**config.mk**
```make
export PLATFORM = sky130hd
export DESIGN_NAME = power_sequence_monitor_control
export DESIGN_NICKNAME = d
export VERILOG_FILES = /design/src/design/psm_pkg.sv /design/src/design/psm_timer.sv /design/src/design/power_sequence_monitor_control.sv
export SDC_FILE = /design/constraint.sdc
export NUM_CORES = 1
export LEC_CHECK = 0
export BUFFER_PORTS_ARGS = -buffer_cell sky130_fd_sc_hd__buf_2
export CAP_MARGIN = 20
export CORE_AREA = 2 2 262 264
export DETAILED_ROUTE_END_ITERATION = 8
export DIE_AREA = 0 0 264 266
export PLACE_DENSITY = 0.74
export SKIP_CTS_REPAIR_TIMING = 1
export SLEW_MARGIN = 20
export SYNTH_ARGS = -nofsm -noshare
export SYNTH_HDL_FRONTEND = slang
export SYNTH_SLANG_ARGS = --single-unit
```
**constraint.sdc**
```tcl
create_clock -name CLOCK_IN -period 3.17 [get_ports CLOCK_IN]
set_clock_uncertainty 0.05 [all_clocks]
set_input_delay 0.317 -clock CLOCK_IN [delete_from_list [all_inputs] [get_ports CLOCK_IN]]
set_output_delay 0.317 -clock CLOCK_IN [all_outputs]
set_load 0.02 [all_outputs]
```
**src/design/psm_pkg.sv**
```systemverilog
// Shared constants, types and carriers of the power sequence monitor control block.
// Assumes a single 20 MHz master clock; analog parts (comparators, ADC, DACs) sit outside.
package psm_pkg;

	localparam int N_CH   = 12;
	localparam int N_IN   = 6;
	localparam int N_OUT  = 20;
	localparam int N_HV   = 4;
	localparam int N_DAC  = 8;
	localparam int N_TMR  = 4;
	localparam int N_PROF = 4;
	localparam int DAC_W  = 8;
	localparam int ADC_W  = 10;
	localparam int TMR_W  = 16;
	localparam int GRP_W  = 5;
	localparam int GRP_CH = 3;

	// Timing
	localparam int CLK_HZ     = 20_000_000;
	localparam int TICK_US    = 32;
	localparam int MAX_TIME_S = 2;
	localparam int TICK_CYC   = CLK_HZ / 1_000_000 * TICK_US;
	localparam logic [9:0]       TICK_LAST = 10'(TICK_CYC - 1);
	localparam logic [TMR_W-1:0] TMR_MAX   = TMR_W'(MAX_TIME_S * 1_000_000 / TICK_US);
	localparam logic [TMR_W-1:0] TMR_MIN   = 16'h0001;

	// Synchroniser vector layout
	localparam int SY_LO = 0;
	localparam int SY_HI = 12;
	localparam int SY_IN = 24;
	localparam int SY_PS = 30;
	localparam int SY_W  = 32;

	// Host write targets
	localparam logic [1:0] TGT_INPUTS  = 2'h0;
	localparam logic [1:0] TGT_OUT_VAL = 2'h1;
	localparam logic [1:0] TGT_OUT_EN  = 2'h2;
	localparam logic [1:0] TGT_DAC     = 2'h3;

	localparam logic [DAC_W-1:0] DAC_TOP = 8'hFF;
	localparam logic [DAC_W-1:0] DAC_BOT = 8'h00;

	typedef enum logic [3:0] {
		S_IDLE  = 4'h1,
		S_RAMP  = 4'h2,
		S_RUN   = 4'h4,
		S_FAULT = 4'h8
	} seq_state_t;

	typedef struct packed {
		logic       wr;
		logic [1:0] tgt;
		logic [2:0] idx;
		logic [19:0] data;
	} host_cmd_t;

	typedef struct packed {
		logic             valid;
		logic [3:0]       ch;
		logic [ADC_W-1:0] data;
	} adc_sample_t;

	typedef struct packed {
		logic [N_DAC-1:0]            src_host;
		logic [N_DAC-1:0]            closed_loop;
		logic [N_DAC-1:0][ADC_W-1:0] target;
	} dac_cfg_t;

	typedef logic [N_TMR-1:0][TMR_W-1:0]             timer_load_t;
	typedef logic [N_PROF-1:0][N_DAC-1:0][DAC_W-1:0] preset_t;
	typedef logic [N_DAC-1:0][DAC_W-1:0]             dac_codes_t;

	typedef struct packed {
		logic [TMR_W-1:0] cnt;
		logic             run;
		logic             done;
	} timer_state_t;

	typedef struct packed {
		logic [SY_W-1:0]  s1;
		logic [SY_W-1:0]  s2;
		logic [SY_W-1:0]  s3;
		logic [SY_W-1:0]  f;
		logic [9:0]       tdiv;
		logic             tick;
		logic [3:0]       in_ov_en;
		logic [3:0]       in_ov_val;
		logic [N_OUT-1:0] out_ov_en;
		logic [N_OUT-1:0] out_ov_val;
		dac_codes_t       host_dac;
		dac_codes_t       trim;
		logic [N_IN-1:0]  in_eff;
		logic [N_CH-1:0]  chan_ok;
		logic [N_TMR-1:0] grp;
		logic [N_OUT-1:0] seq_out;
		logic [N_OUT-1:0] oe_n;
		logic [N_HV-1:0]  hv;
		logic [1:0]       prof;
		logic [ADC_W-1:0] adc;
		logic [3:0]       adc_ch;
		seq_state_t       st;
		logic [1:0]       stage;
		logic [N_TMR-1:0] tstart;
	} main_state_t;

	localparam timer_state_t TIMER_RST = '{default: '0};
	localparam main_state_t  MAIN_RST  = '{st: S_IDLE, default: '0};

endpackage

```
**src/design/psm_timer.sv**
```systemverilog
// One sequencing timer counting 32 us ticks from a loaded interval.
// Assumes a one-cycle tick pulse from the parent on the same clock.
`timescale 1ns/1ns
`default_nettype none

module psm_timer (
	input  wire logic                    clk_in,
	input  wire logic                    rst_n_in,
	input  wire logic                    ce_in,
	input  wire logic                    tick_in,
	input  wire logic                    start_in,
	input  wire logic [psm_pkg::TMR_W-1:0] load_in,
	output logic                         done_out
);

	psm_pkg::timer_state_t q;
	psm_pkg::timer_state_t d;

	always_comb begin
		d = q;
		if (start_in) begin
			// Interval clamped to the 32 us .. 2 s range
			if (load_in < psm_pkg::TMR_MIN) begin
				d.cnt = psm_pkg::TMR_MIN;
			end else if (load_in > psm_pkg::TMR_MAX) begin
				d.cnt = psm_pkg::TMR_MAX;
			end else begin
				d.cnt = load_in;
			end
			d.run  = 1'b1;
			d.done = 1'b0;
		end else if (q.run && tick_in) begin
			if (q.cnt == psm_pkg::TMR_MIN) begin
				d.cnt  = '0;
				d.run  = 1'b0;
				d.done = 1'b1;
			end else begin
				d.cnt = q.cnt - psm_pkg::TMR_MIN;
			end
		end
	end

	always_ff @(posedge clk_in or negedge rst_n_in) begin
		if (!rst_n_in) begin
			q <= psm_pkg::TIMER_RST;
		end else if (ce_in) begin
			q <= d;
		end
	end

	assign done_out = q.done;
endmodule // psm_timer

`default_nettype wire

```
**src/design/power_sequence_monitor_control.sv**
```systemverilog
// Digital control of the power monitor: input sampling, window compare, sequencer,
// four timers, output drivers, trim DAC selection and closed-loop trim.
// Assumes the I2C slave and ADC sequencer run on CLOCK_IN; pins and comparators are async.
`timescale 1ns/1ns
`default_nettype none

module power_sequence_monitor_control (
	input  wire logic                            CLOCK_IN,
	input  wire logic                            RST_N_IN,
	input  wire logic                            CLK_EN_IN,
	input  wire logic [1:0]                      PROFILE_SEL_IN,
	input  wire logic [psm_pkg::N_IN-1:0]        LOGIC_IN,
	input  wire logic [psm_pkg::N_CH-1:0]        CMP_HI_IN,
	input  wire logic [psm_pkg::N_CH-1:0]        CMP_LO_IN,
	input  wire logic [psm_pkg::N_CH-1:0]        CMP_MODE_IN,
	input  wire logic [psm_pkg::N_HV-1:0]        HV_MODE_IN,
	input  wire logic                            PROFILE_SRC_IN,
	input  wire psm_pkg::timer_load_t            TIMER_LOAD_IN,
	input  wire psm_pkg::preset_t                PRESET_IN,
	input  wire psm_pkg::dac_cfg_t               DAC_CFG_IN,
	input  wire psm_pkg::adc_sample_t            ADC_IN,
	input  wire psm_pkg::host_cmd_t              HOST_IN,
	output logic [2*psm_pkg::N_CH-1:0]           CMP_STATUS_OUT,
	output logic [psm_pkg::N_CH-1:0]             CHAN_OK_OUT,
	output logic [psm_pkg::N_IN-1:0]             INPUTS_OUT,
	output logic [psm_pkg::N_OUT-1:0]            LOGIC_OUT_OUT,
	output logic [psm_pkg::N_OUT-1:0]            OD_OE_N_OUT,
	output logic [psm_pkg::N_HV-1:0]             HV_DRIVE_OUT,
	output logic [1:0]                           PROFILE_OUT,
	output psm_pkg::dac_codes_t                  DAC_CODE_OUT,
	output logic [psm_pkg::ADC_W-1:0]            ADC_RESULT_OUT,
	output logic [3:0]                           ADC_CH_OUT,
	output psm_pkg::seq_state_t                  SEQ_STATE_OUT
);

	psm_pkg::main_state_t       q;
	psm_pkg::main_state_t       d;
	logic [psm_pkg::N_TMR-1:0]  tmr_done;

	////////////////////////////////////////////////////////////////////////////////
	// Timers

	for (genvar g = 0; g < psm_pkg::N_TMR; g++) begin : g_tmr
		psm_timer u_tmr (
			.clk_in   (CLOCK_IN),
			.rst_n_in (RST_N_IN),
			.ce_in    (CLK_EN_IN),
			.tick_in  (q.tick),
			.start_in (q.tstart[g]),
			.load_in  (TIMER_LOAD_IN[g]),
			.done_out (tmr_done[g])
		);
	end

	////////////////////////////////////////////////////////////////////////////////
	// Next state

	always_comb begin
		logic [psm_pkg::N_IN-1:0]  in_raw;
		logic [psm_pkg::N_CH-1:0]  lo;
		logic [psm_pkg::N_CH-1:0]  hi;
		logic [psm_pkg::N_OUT-1:0] eff;
		logic                      grp_ok;
		logic [psm_pkg::DAC_W-1:0] sel;
		in_raw = '0;
		lo     = '0;
		hi     = '0;
		eff    = '0;
		grp_ok = 1'b0;
		sel    = '0;
		d      = q;

		// Three-stage capture; a change is taken once stages two and three agree
		d.s1 = {PROFILE_SEL_IN, LOGIC_IN, CMP_HI_IN, CMP_LO_IN};
		d.s2 = q.s1;
		d.s3 = q.s2;
		// Agreeing stages load the filtered bit, disagreeing stages hold it
		d.f  = (q.s2 & q.s3) | (q.f & (q.s2 ^ q.s3));

		// Free-running 32 us tick shared by all timers
		d.tick = (q.tdiv == psm_pkg::TICK_LAST);
		d.tdiv = d.tick ? '0 : 10'(q.tdiv + 10'h001);

		// Host writes land on the edge after the strobe
		if (HOST_IN.wr) begin
			case (HOST_IN.tgt)
				psm_pkg::TGT_INPUTS: begin
					d.in_ov_val = HOST_IN.data[3:0];
					d.in_ov_en  = HOST_IN.data[7:4];
				end
				psm_pkg::TGT_OUT_VAL: d.out_ov_val = HOST_IN.data;
				psm_pkg::TGT_OUT_EN:  d.out_ov_en  = HOST_IN.data;
				psm_pkg::TGT_DAC:     d.host_dac[HOST_IN.idx] = HOST_IN.data[7:0];
				default: d.in_ov_en = q.in_ov_en;
			endcase
		end

		// Host may override inputs 2..5 only
		in_raw   = q.f[psm_pkg::SY_IN +: psm_pkg::N_IN];
		d.in_eff = {in_raw[5], (q.in_ov_en & q.in_ov_val) | (~q.in_ov_en & in_raw[4:1]),
			in_raw[0]};

		// LO: above lower threshold, HI: above upper threshold
		lo = q.f[psm_pkg::SY_LO +: psm_pkg::N_CH];
		hi = q.f[psm_pkg::SY_HI +: psm_pkg::N_CH];
		d.chan_ok = (CMP_MODE_IN & lo & ~hi) | (~CMP_MODE_IN & lo);

		// Sequencer: each stage powers a group, waits its timer, then checks its channels
		d.tstart = '0;
		grp_ok   = &q.chan_ok[psm_pkg::GRP_CH * q.stage +: psm_pkg::GRP_CH];
		case (q.st)
			psm_pkg::S_IDLE: begin
				d.grp = '0;
				if (q.in_eff[0]) begin
					d.st        = psm_pkg::S_RAMP;
					d.stage     = 2'h0;
					d.grp       = 4'h1;
					d.tstart[0] = 1'b1;
				end
			end
			psm_pkg::S_RAMP: begin
				if (!q.in_eff[0]) begin
					d.st  = psm_pkg::S_IDLE;
					d.grp = '0;
				end else if (tmr_done[q.stage] && !q.tstart[q.stage]) begin
					// Expired timer doubles as the time-out on a stage that never came good
					if (!grp_ok) begin
						d.st  = psm_pkg::S_FAULT;
						d.grp = '0;
					end else if (q.in_eff[3'(q.stage) + 3'h1]) begin
						if (q.stage == 2'h3) begin
							d.st = psm_pkg::S_RUN;
						end else begin
							d.stage                  = 2'(q.stage + 2'h1);
							d.grp[q.stage + 2'h1]    = 1'b1;
							d.tstart[q.stage + 2'h1] = 1'b1;
						end
					end
				end
			end
			psm_pkg::S_RUN: begin
				if (!q.in_eff[0]) begin
					d.st  = psm_pkg::S_IDLE;
					d.grp = '0;
				end else if (!(&q.chan_ok)) begin
					d.st  = psm_pkg::S_FAULT;
					d.grp = '0;
				end
			end
			psm_pkg::S_FAULT: begin
				d.grp = '0;
				if (!q.in_eff[0]) begin
					d.st = psm_pkg::S_IDLE;
				end
			end
			default: begin
				d.st  = psm_pkg::S_IDLE;
				d.grp = '0;
			end
		endcase

		for (int g = 0; g < psm_pkg::N_TMR; g++) begin
			d.seq_out[psm_pkg::GRP_W * g +: psm_pkg::GRP_W] = {psm_pkg::GRP_W{q.grp[g]}};
		end

		// Open drain: a low level pulls the pin; gate-driver mode releases the pin instead
		eff    = (q.out_ov_en & q.out_ov_val) | (~q.out_ov_en & q.seq_out);
		d.oe_n = eff;
		d.oe_n[psm_pkg::N_HV-1:0] = eff[psm_pkg::N_HV-1:0] | HV_MODE_IN;
		d.hv   = eff[psm_pkg::N_HV-1:0] & HV_MODE_IN;

		d.prof = PROFILE_SRC_IN ? {q.in_eff[5], q.st == psm_pkg::S_RUN}
			: q.f[psm_pkg::SY_PS +: 2];

		if (ADC_IN.valid) begin
			d.adc    = ADC_IN.data;
			d.adc_ch = ADC_IN.ch;
		end

		// One code step per matching sample keeps the loop slow and stable
		for (int i = 0; i < psm_pkg::N_DAC; i++) begin
			sel = DAC_CFG_IN.src_host[i] ? q.host_dac[i] : PRESET_IN[q.prof][i];
			if (!DAC_CFG_IN.closed_loop[i]) begin
				d.trim[i] = sel;
			end else if (ADC_IN.valid && ADC_IN.ch == 4'(i)) begin
				if (ADC_IN.data < DAC_CFG_IN.target[i] && q.trim[i] != psm_pkg::DAC_TOP) begin
					d.trim[i] = 8'(q.trim[i] + 8'h01);
				end else if (ADC_IN.data > DAC_CFG_IN.target[i]
					&& q.trim[i] != psm_pkg::DAC_BOT) begin
					d.trim[i] = 8'(q.trim[i] - 8'h01);
				end
			end
		end
	end

	always_ff @(posedge CLOCK_IN or negedge RST_N_IN) begin
		if (!RST_N_IN) begin
			q <= psm_pkg::MAIN_RST;
		end else if (CLK_EN_IN) begin
			q <= d;
		end
	end

	////////////////////////////////////////////////////////////////////////////////
	// Outputs

	assign CMP_STATUS_OUT = q.f[psm_pkg::SY_HI + psm_pkg::N_CH - 1 : psm_pkg::SY_LO];
	assign CHAN_OK_OUT    = q.chan_ok;
	assign INPUTS_OUT     = q.in_eff;
	assign LOGIC_OUT_OUT  = q.seq_out;
	assign OD_OE_N_OUT    = q.oe_n;
	assign HV_DRIVE_OUT   = q.hv;
	assign PROFILE_OUT    = q.prof;
	assign DAC_CODE_OUT   = q.trim;
	assign ADC_RESULT_OUT = q.adc;
	assign ADC_CH_OUT     = q.adc_ch;
	assign SEQ_STATE_OUT  = q.st;
endmodule // power_sequence_monitor_control

`default_nettype wire

```
### After elaboration in Yosys (flattened, before gate mapping)

Cells that the tools add are included.
Widths: inputs -> output; s select.

| word-level totals | value |
|---|---|
| bits in latches | 0 |
| memory bits (writable) | 0 |
| ROM bits | 0 |
| flip-flop bits (word level) | 475 |
| memories | 0 |

| cells by class | value |
|---|---|
| multiplexer cells | 105 |
| $lt $le $gt $ge | 31 |
| divide/modulo/power cells | 0 |
| equal/unequal tests | 56 |
| multiply operators | 1 |
| reductions and logical operators | 77 |
| shift-type cells | 1 |
| bitwise logic cells | 21 |
| add/sub/neg operators | 23 |

Operator list:

| kind | number |
|---|---|
| $mux 8 | 41 |
| $mux 16 | 12 |
| $mux 18 | 8 |
| $bmux 64 s2 | 1 |
| $gt 10x10->1 | 8 |
| $lt 10x10->1 | 8 |
| $add 8x1->8 const B | 8 |
| $and 32x32->32 | 2 |
| $bwmux 64 | 1 |
| $eq 16x1->1 const B | 4 |
| $gt 16x16->1 const B | 4 |
| $lt 16x1->1 const B | 4 |
| $mux 64 | 1 |
| $ne 8x8->1 const B | 8 |
| $reduce_bool 8->1 | 8 |
| $sub 16x1->16 const B | 4 |
| $sub 8x1->8 const B | 8 |
| $mux 4 | 13 |
| $reduce_and 3->1 | 17 |
| $and 20x20->20 | 2 |
| $and 12x12->12 | 3 |
| $or 32x32->32 | 1 |
| $xor 32x32->32 | 1 |
| $logic_and 1x1->1 | 31 |
| 50 further kinds | 117 |

### Logic depth before layout (Yosys ltp)

| logic depth | value |
|---|---|
| depth in word-level cells | 12 |
| mapped depth | 14 |

### By module

A second synthesis with hierarchy kept.

| unflattened totals | value |
|---|---|
| cell total of the unflattened synthesis | 2859 |
| area total of the unflattened synthesis | 30287.8 sq um |

Modules (own cells, without submodules):

| module | times used | cells an instance | area an instance (sq um) |
|---|---|---|---|
| power_sequence_monitor_control | 1 | 2276 | 25354.3 |
| psm_timer at g_tmr[0].u_tmr ... | 3 | 146 | 1227.4 |
| psm_timer at g_tmr[3].u_tmr | 1 | 145 | 1251.2 |

### Worst setup path after synthesis

OpenSTA, ideal clock, no wires.

| path | value |
|---|---|
| path kind | input to register |
| start | input port DAC_CFG_IN[74] (netlist bit) |
| end | register q (netlist bit DAC_CODE_OUT[63]) |
| cell stages on the path | 13 |
| setup slack | -0.507 ns |
| data required time | 2.983 ns |
| arrival time | 3.490 ns |
| buffers on the path | 0 |
| cell sequence | inv_1 -> ha_1 -> a41oi_1 -> o21ai_0 -> a2111oi_1 -> o21ai_0 -> ha_1 -> a21oi_1 -> o211ai_1 -> o41ai_1 -> nor4_1 -> o32ai_1 -> o211ai_1 |

| between the ends | value |
|---|---|
| longest elaborated chain between the ends | 5 |

Ends and longest elaborated chain:

| element | line | RTL |
|---|---|---|
| from (decl) | power_sequence_monitor_control.sv:20 | `input wire psm_pkg::dac_cfg_t DAC_CFG_IN,` |
| $lt 10x10->1 | power_sequence_monitor_control.sv:186 | `if (ADC_IN.data < DAC_CFG_IN.target[i] && q.trim[i] != psm_pkg::DAC_TOP) begin` |
| $logic_and 1x1->1 | power_sequence_monitor_control.sv:186 |  |
| $mux 8 | power_sequence_monitor_control.sv:186 |  |
| $mux 8 | power_sequence_monitor_control.sv:185 | `end else if (ADC_IN.valid && ADC_IN.ch == 4'(i)) begin` |
| $mux 8 | power_sequence_monitor_control.sv:183 | `if (!DAC_CFG_IN.closed_loop[i]) begin` |
| to (signal assigned) | power_sequence_monitor_control.sv:198 | `q <= psm_pkg::MAIN_RST;` |
| to (decl) | power_sequence_monitor_control.sv:36 | `psm_pkg::main_state_t q;` |

Several ways; a longest one is shown, not always the timed one. The select of a mux whose other input is x is not followed.
A chain may end at the register's enable or synchronous reset.

### Worst setup path in the final report

| path | value |
|---|---|
| start | input port ADC_IN[5] (netlist bit) |
| end | register q (netlist bit DAC_CODE_OUT[7]) |

| between the ends | value |
|---|---|
| longest elaborated chain between the ends | 5 |

Ends and longest elaborated chain:

| element | line | RTL |
|---|---|---|
| from (decl) | power_sequence_monitor_control.sv:21 | `input wire psm_pkg::adc_sample_t ADC_IN,` |
| $lt 10x10->1 | power_sequence_monitor_control.sv:186 |  |
| $logic_and 1x1->1 | power_sequence_monitor_control.sv:186 |  |
| $mux 8 | power_sequence_monitor_control.sv:186 |  |
| $mux 8 | power_sequence_monitor_control.sv:185 |  |
| $mux 8 | power_sequence_monitor_control.sv:183 |  |

Several ways; a longest one is shown, not always the timed one. The select of a mux whose other input is x is not followed.

==> impl_metrics.toml <==
[setup_path]
crit_buf_inv = 4
end_kind = "flip-flop"
cp-start-kind = "input pin"
worstPathRequired_ps = 3630
path_class = "input pin to flip-flop"
critPathMaxFanout = 8
critPathMaxStageDelay_ps = 360
worstPathArrival_ps = 3540
crit_family = "compound AO/OA/AOI/OAI gates"
slowest_stage = "a2111oi_2"
cp_cell_sequence = "clkbuf_4 > ha_1 > a21oi_1 > o21ai_0 > buf_4 > a2111oi_2 > buf_4 > inv_1 > ha_1 > a21oi_1 > o211ai_1 > o41ai_2 > xnor2_1 > o22a_1 > o22a_1"

[synthesis]
yosys.area.top_type = "dfrtp_1"
synth_nets = 3567
syn_inst = 2866
async_flop_share_pct = 100.0
synth_area_leaders = "dfrtp_1, mux2_2, ha_1"
syn_area_sq_um = 29650
syn_area_per_cell_sq_um = 10.35
synth_edf_count = 0
synth_top_flop_cell = "dfrtp_1"
yosys_warnings = 0
ys_seq_elements = 463
yosysUniqueCellTypes = 95
seq_area_frac_synth_pct = 39.07
synth_top_area_share_pct = 38.99

[sta]
period_share_pct = 97.10
final_hold_viol_count = 3
maxSlewHeadroom_pct = 51.22
rsz0062_at_grt = "true"
tightest_slew_ps = 721.5
min_period_ps = 3078
setup_tns_ps = 0
final_max_slew_viol_count = 0
setup_viol = 0
hold_ws_ps = -30.51
setup_ws_ps = 91.79
fmax_ghz = 0.3249

[placed_design]
dpl.hpwl_mm = 80.74
gp_congestion = 0.9859
preCtsSetupSlack_ps = -473.5
port_buffers = 678
placed_cells = 4343

[clock_network]
clkSlewWorstSetupHoldPaths_ps = 60
cts.sink_count = 463
cts_tree = "yes"
clk_path_buf_depth = 3
cts_htree_levels = 2
cts_buffers = 52
root_buffer = "clkbuf_16"
clock_latency_ps = 630

[global_route]
grt_start_max_net_pins = 116
grt_pass1_vias = 25180
grt_pass1_wl_mm = 153.5
antenna_found_initial = 46
grt_use_total_pct = 28.93
overflow = 0

[routing]
drt-wirelength-per-cell_um = 23.18
routed_wl_mm = 105.9
num_vias = 26090
drc = 0
viasPerCell = 5.713
ant_nets = 0
drtPass1Iterations = 6
drt-initial-drc-count = 1987

[die]
design.core.area_sq_um = 67750
ios = 679
core.rowCount = 96
start_util_pct = 43.77
die_y_um = 266
die_area_sq_um = 70220
die_w_um = 264

[finish]
layout_commonest_cell = "buf_2"
drive_gt1_share_pct = 37.71
syn_to_final_growth_pct = 25.03
fin_cells = 4567
fin_util_pct = 54.73
final_cell_mix = "buf_2, dfrtp_1, mux2_2"
nNetsFinal = 4316

[outcome]
outcome = "finished, violations left"
failed_checks = "negative hold slack"

[power_and_ir_drop]
power_density_nw_per_um2 = 689.1
ir_worst_vdd_uv = 554.1
p_leak_nw = 17.76

[hold_path]
holdCritPathClass = "input pin to flip-flop"

[flow_run]
cap_viol_max_count = 0
[flip-flops by register name, summed over array words and instances, names as in the netlist, 4 cells and up]
| signal | cells |
|---|---|
| HV_DRIVE_OUT | 4 |
| ADC_RESULT_OUT | 10 |
| INPUTS_OUT | 6 |
| LOGIC_OUT_OUT | 4 |
| SEQ_STATE_OUT | 4 |
| CMP_STATUS_OUT | 24 |
| d | 70 |
| g_tmr.u_tmr.done_out | 4 |
| CHAN_OK_OUT | 12 |
| DAC_CODE_OUT | 64 |
| g_tmr.u_tmr.q | 68 |
| OD_OE_N_OUT | 20 |
| ADC_CH_OUT | 4 |
| q | 167 |
[tightest hold or removal path, delay by kind of cell]
family	cells	cell delay [ps]
buffers and inverters	1	120
AOI/OAI and AO/OA	1	80
and+or+nand+nor	1	80
[layout make-up]
class | count | area (sq um)
sequential | 463 | 11590
inverter | 151 | 566.8
clock buffer | 71 | 1463
antenna | 28 | 70.07
multi-input combinational | 1966 | 15830
timing repair buffer | 981 | 6068
clock inverter | 25 | 379.1
tap | 882 | 1104
fill | 5937 | 30670
[per-layer routing]
| layer | GRT usage (%) | wire length, um |
|---|---|---|
| met2 | 46.43 | 49120 |
| met3 | 6.969 | 8134 |
| met5 | 0 | 145 |
| met1 | 35.66 | 41690 |
| met4 | 16.85 | 6760 |
[stage by stage]
| step | total power, mW | area [sq um] |
|---|---|---|
| 2_1_floorplan | 15.55 | 29700 |
| 3_3_place_gp | 18.48 | 34100 |
| 3_5_place_dp | 18.75 | 34100 |
| 4_1_cts | 25.37 | 35940 |
| 5_1_grt | 26.96 | 37060 |
| 6_report | 25.55 | 37080 |
[Yosys cell counts (15+ instances only)]
cell type,instances
nor2b_1,29
buf_2,31
buf_4,176
inv_1,150
nand3_1,84
nor2_1,128
o211ai_1,23
o21ai_0,199
a21o_1,15
a21oi_1,111
xnor2_1,25
a211oi_1,24
or3_1,24
dfrtp_1,462
ha_1,184
nand2_1,245
xor2_1,23
o21bai_1,15
nor3_1,45
and2_1,17
mux4_2,66
clkbuf_1,64
mux2i_1,84
nor4_1,43
mux2_2,274
nand4_1,41
[path summary, 6_finish.rpt]
| path | to | slack (ps) | startpoint | cells past startpoint |
|---|---|---|---|---|
| setup / recovery | DAC_CODE_OUT[7] | 90 | ADC_IN[5] | 15 |
| hold / removal | g_tmr[1].u_tmr.q[16] | -30 | TIMER_LOAD_IN[30] | 3 |
| setup reg to reg | DAC_CODE_OUT[7] | 110 | DAC_CODE_OUT[0] | 12 |
| hold reg to reg | g_tmr[1].u_tmr.q[1] | 420 | g_tmr[1].u_tmr.q[1] | 2 |
| max in group asynchronous | ADC_RESULT_OUT[8] | 1920 | RST_N_IN | 3 |
| min in group asynchronous | g_tmr[0].u_tmr.q[5] | 250 | RST_N_IN | 2 |
[where the power goes]
part           leakage (nW)  internal, mW  switching [mW]
registers              5.71          7.38            1.60
logic                  11.2          4.74            5.32
clock network         0.890          3.83            2.69
total                  17.8          16.0            9.60
[cell families after synthesis]
group,share of synthesized area [%]
compound gates,12.24
fa+ha+maj,8.303
flops,39.07
simple gates,12.36
xor+xnor,1.418
buf+inv,7.941
mux,18.67
Note: power is estimated with default switching activity, not from simulation.
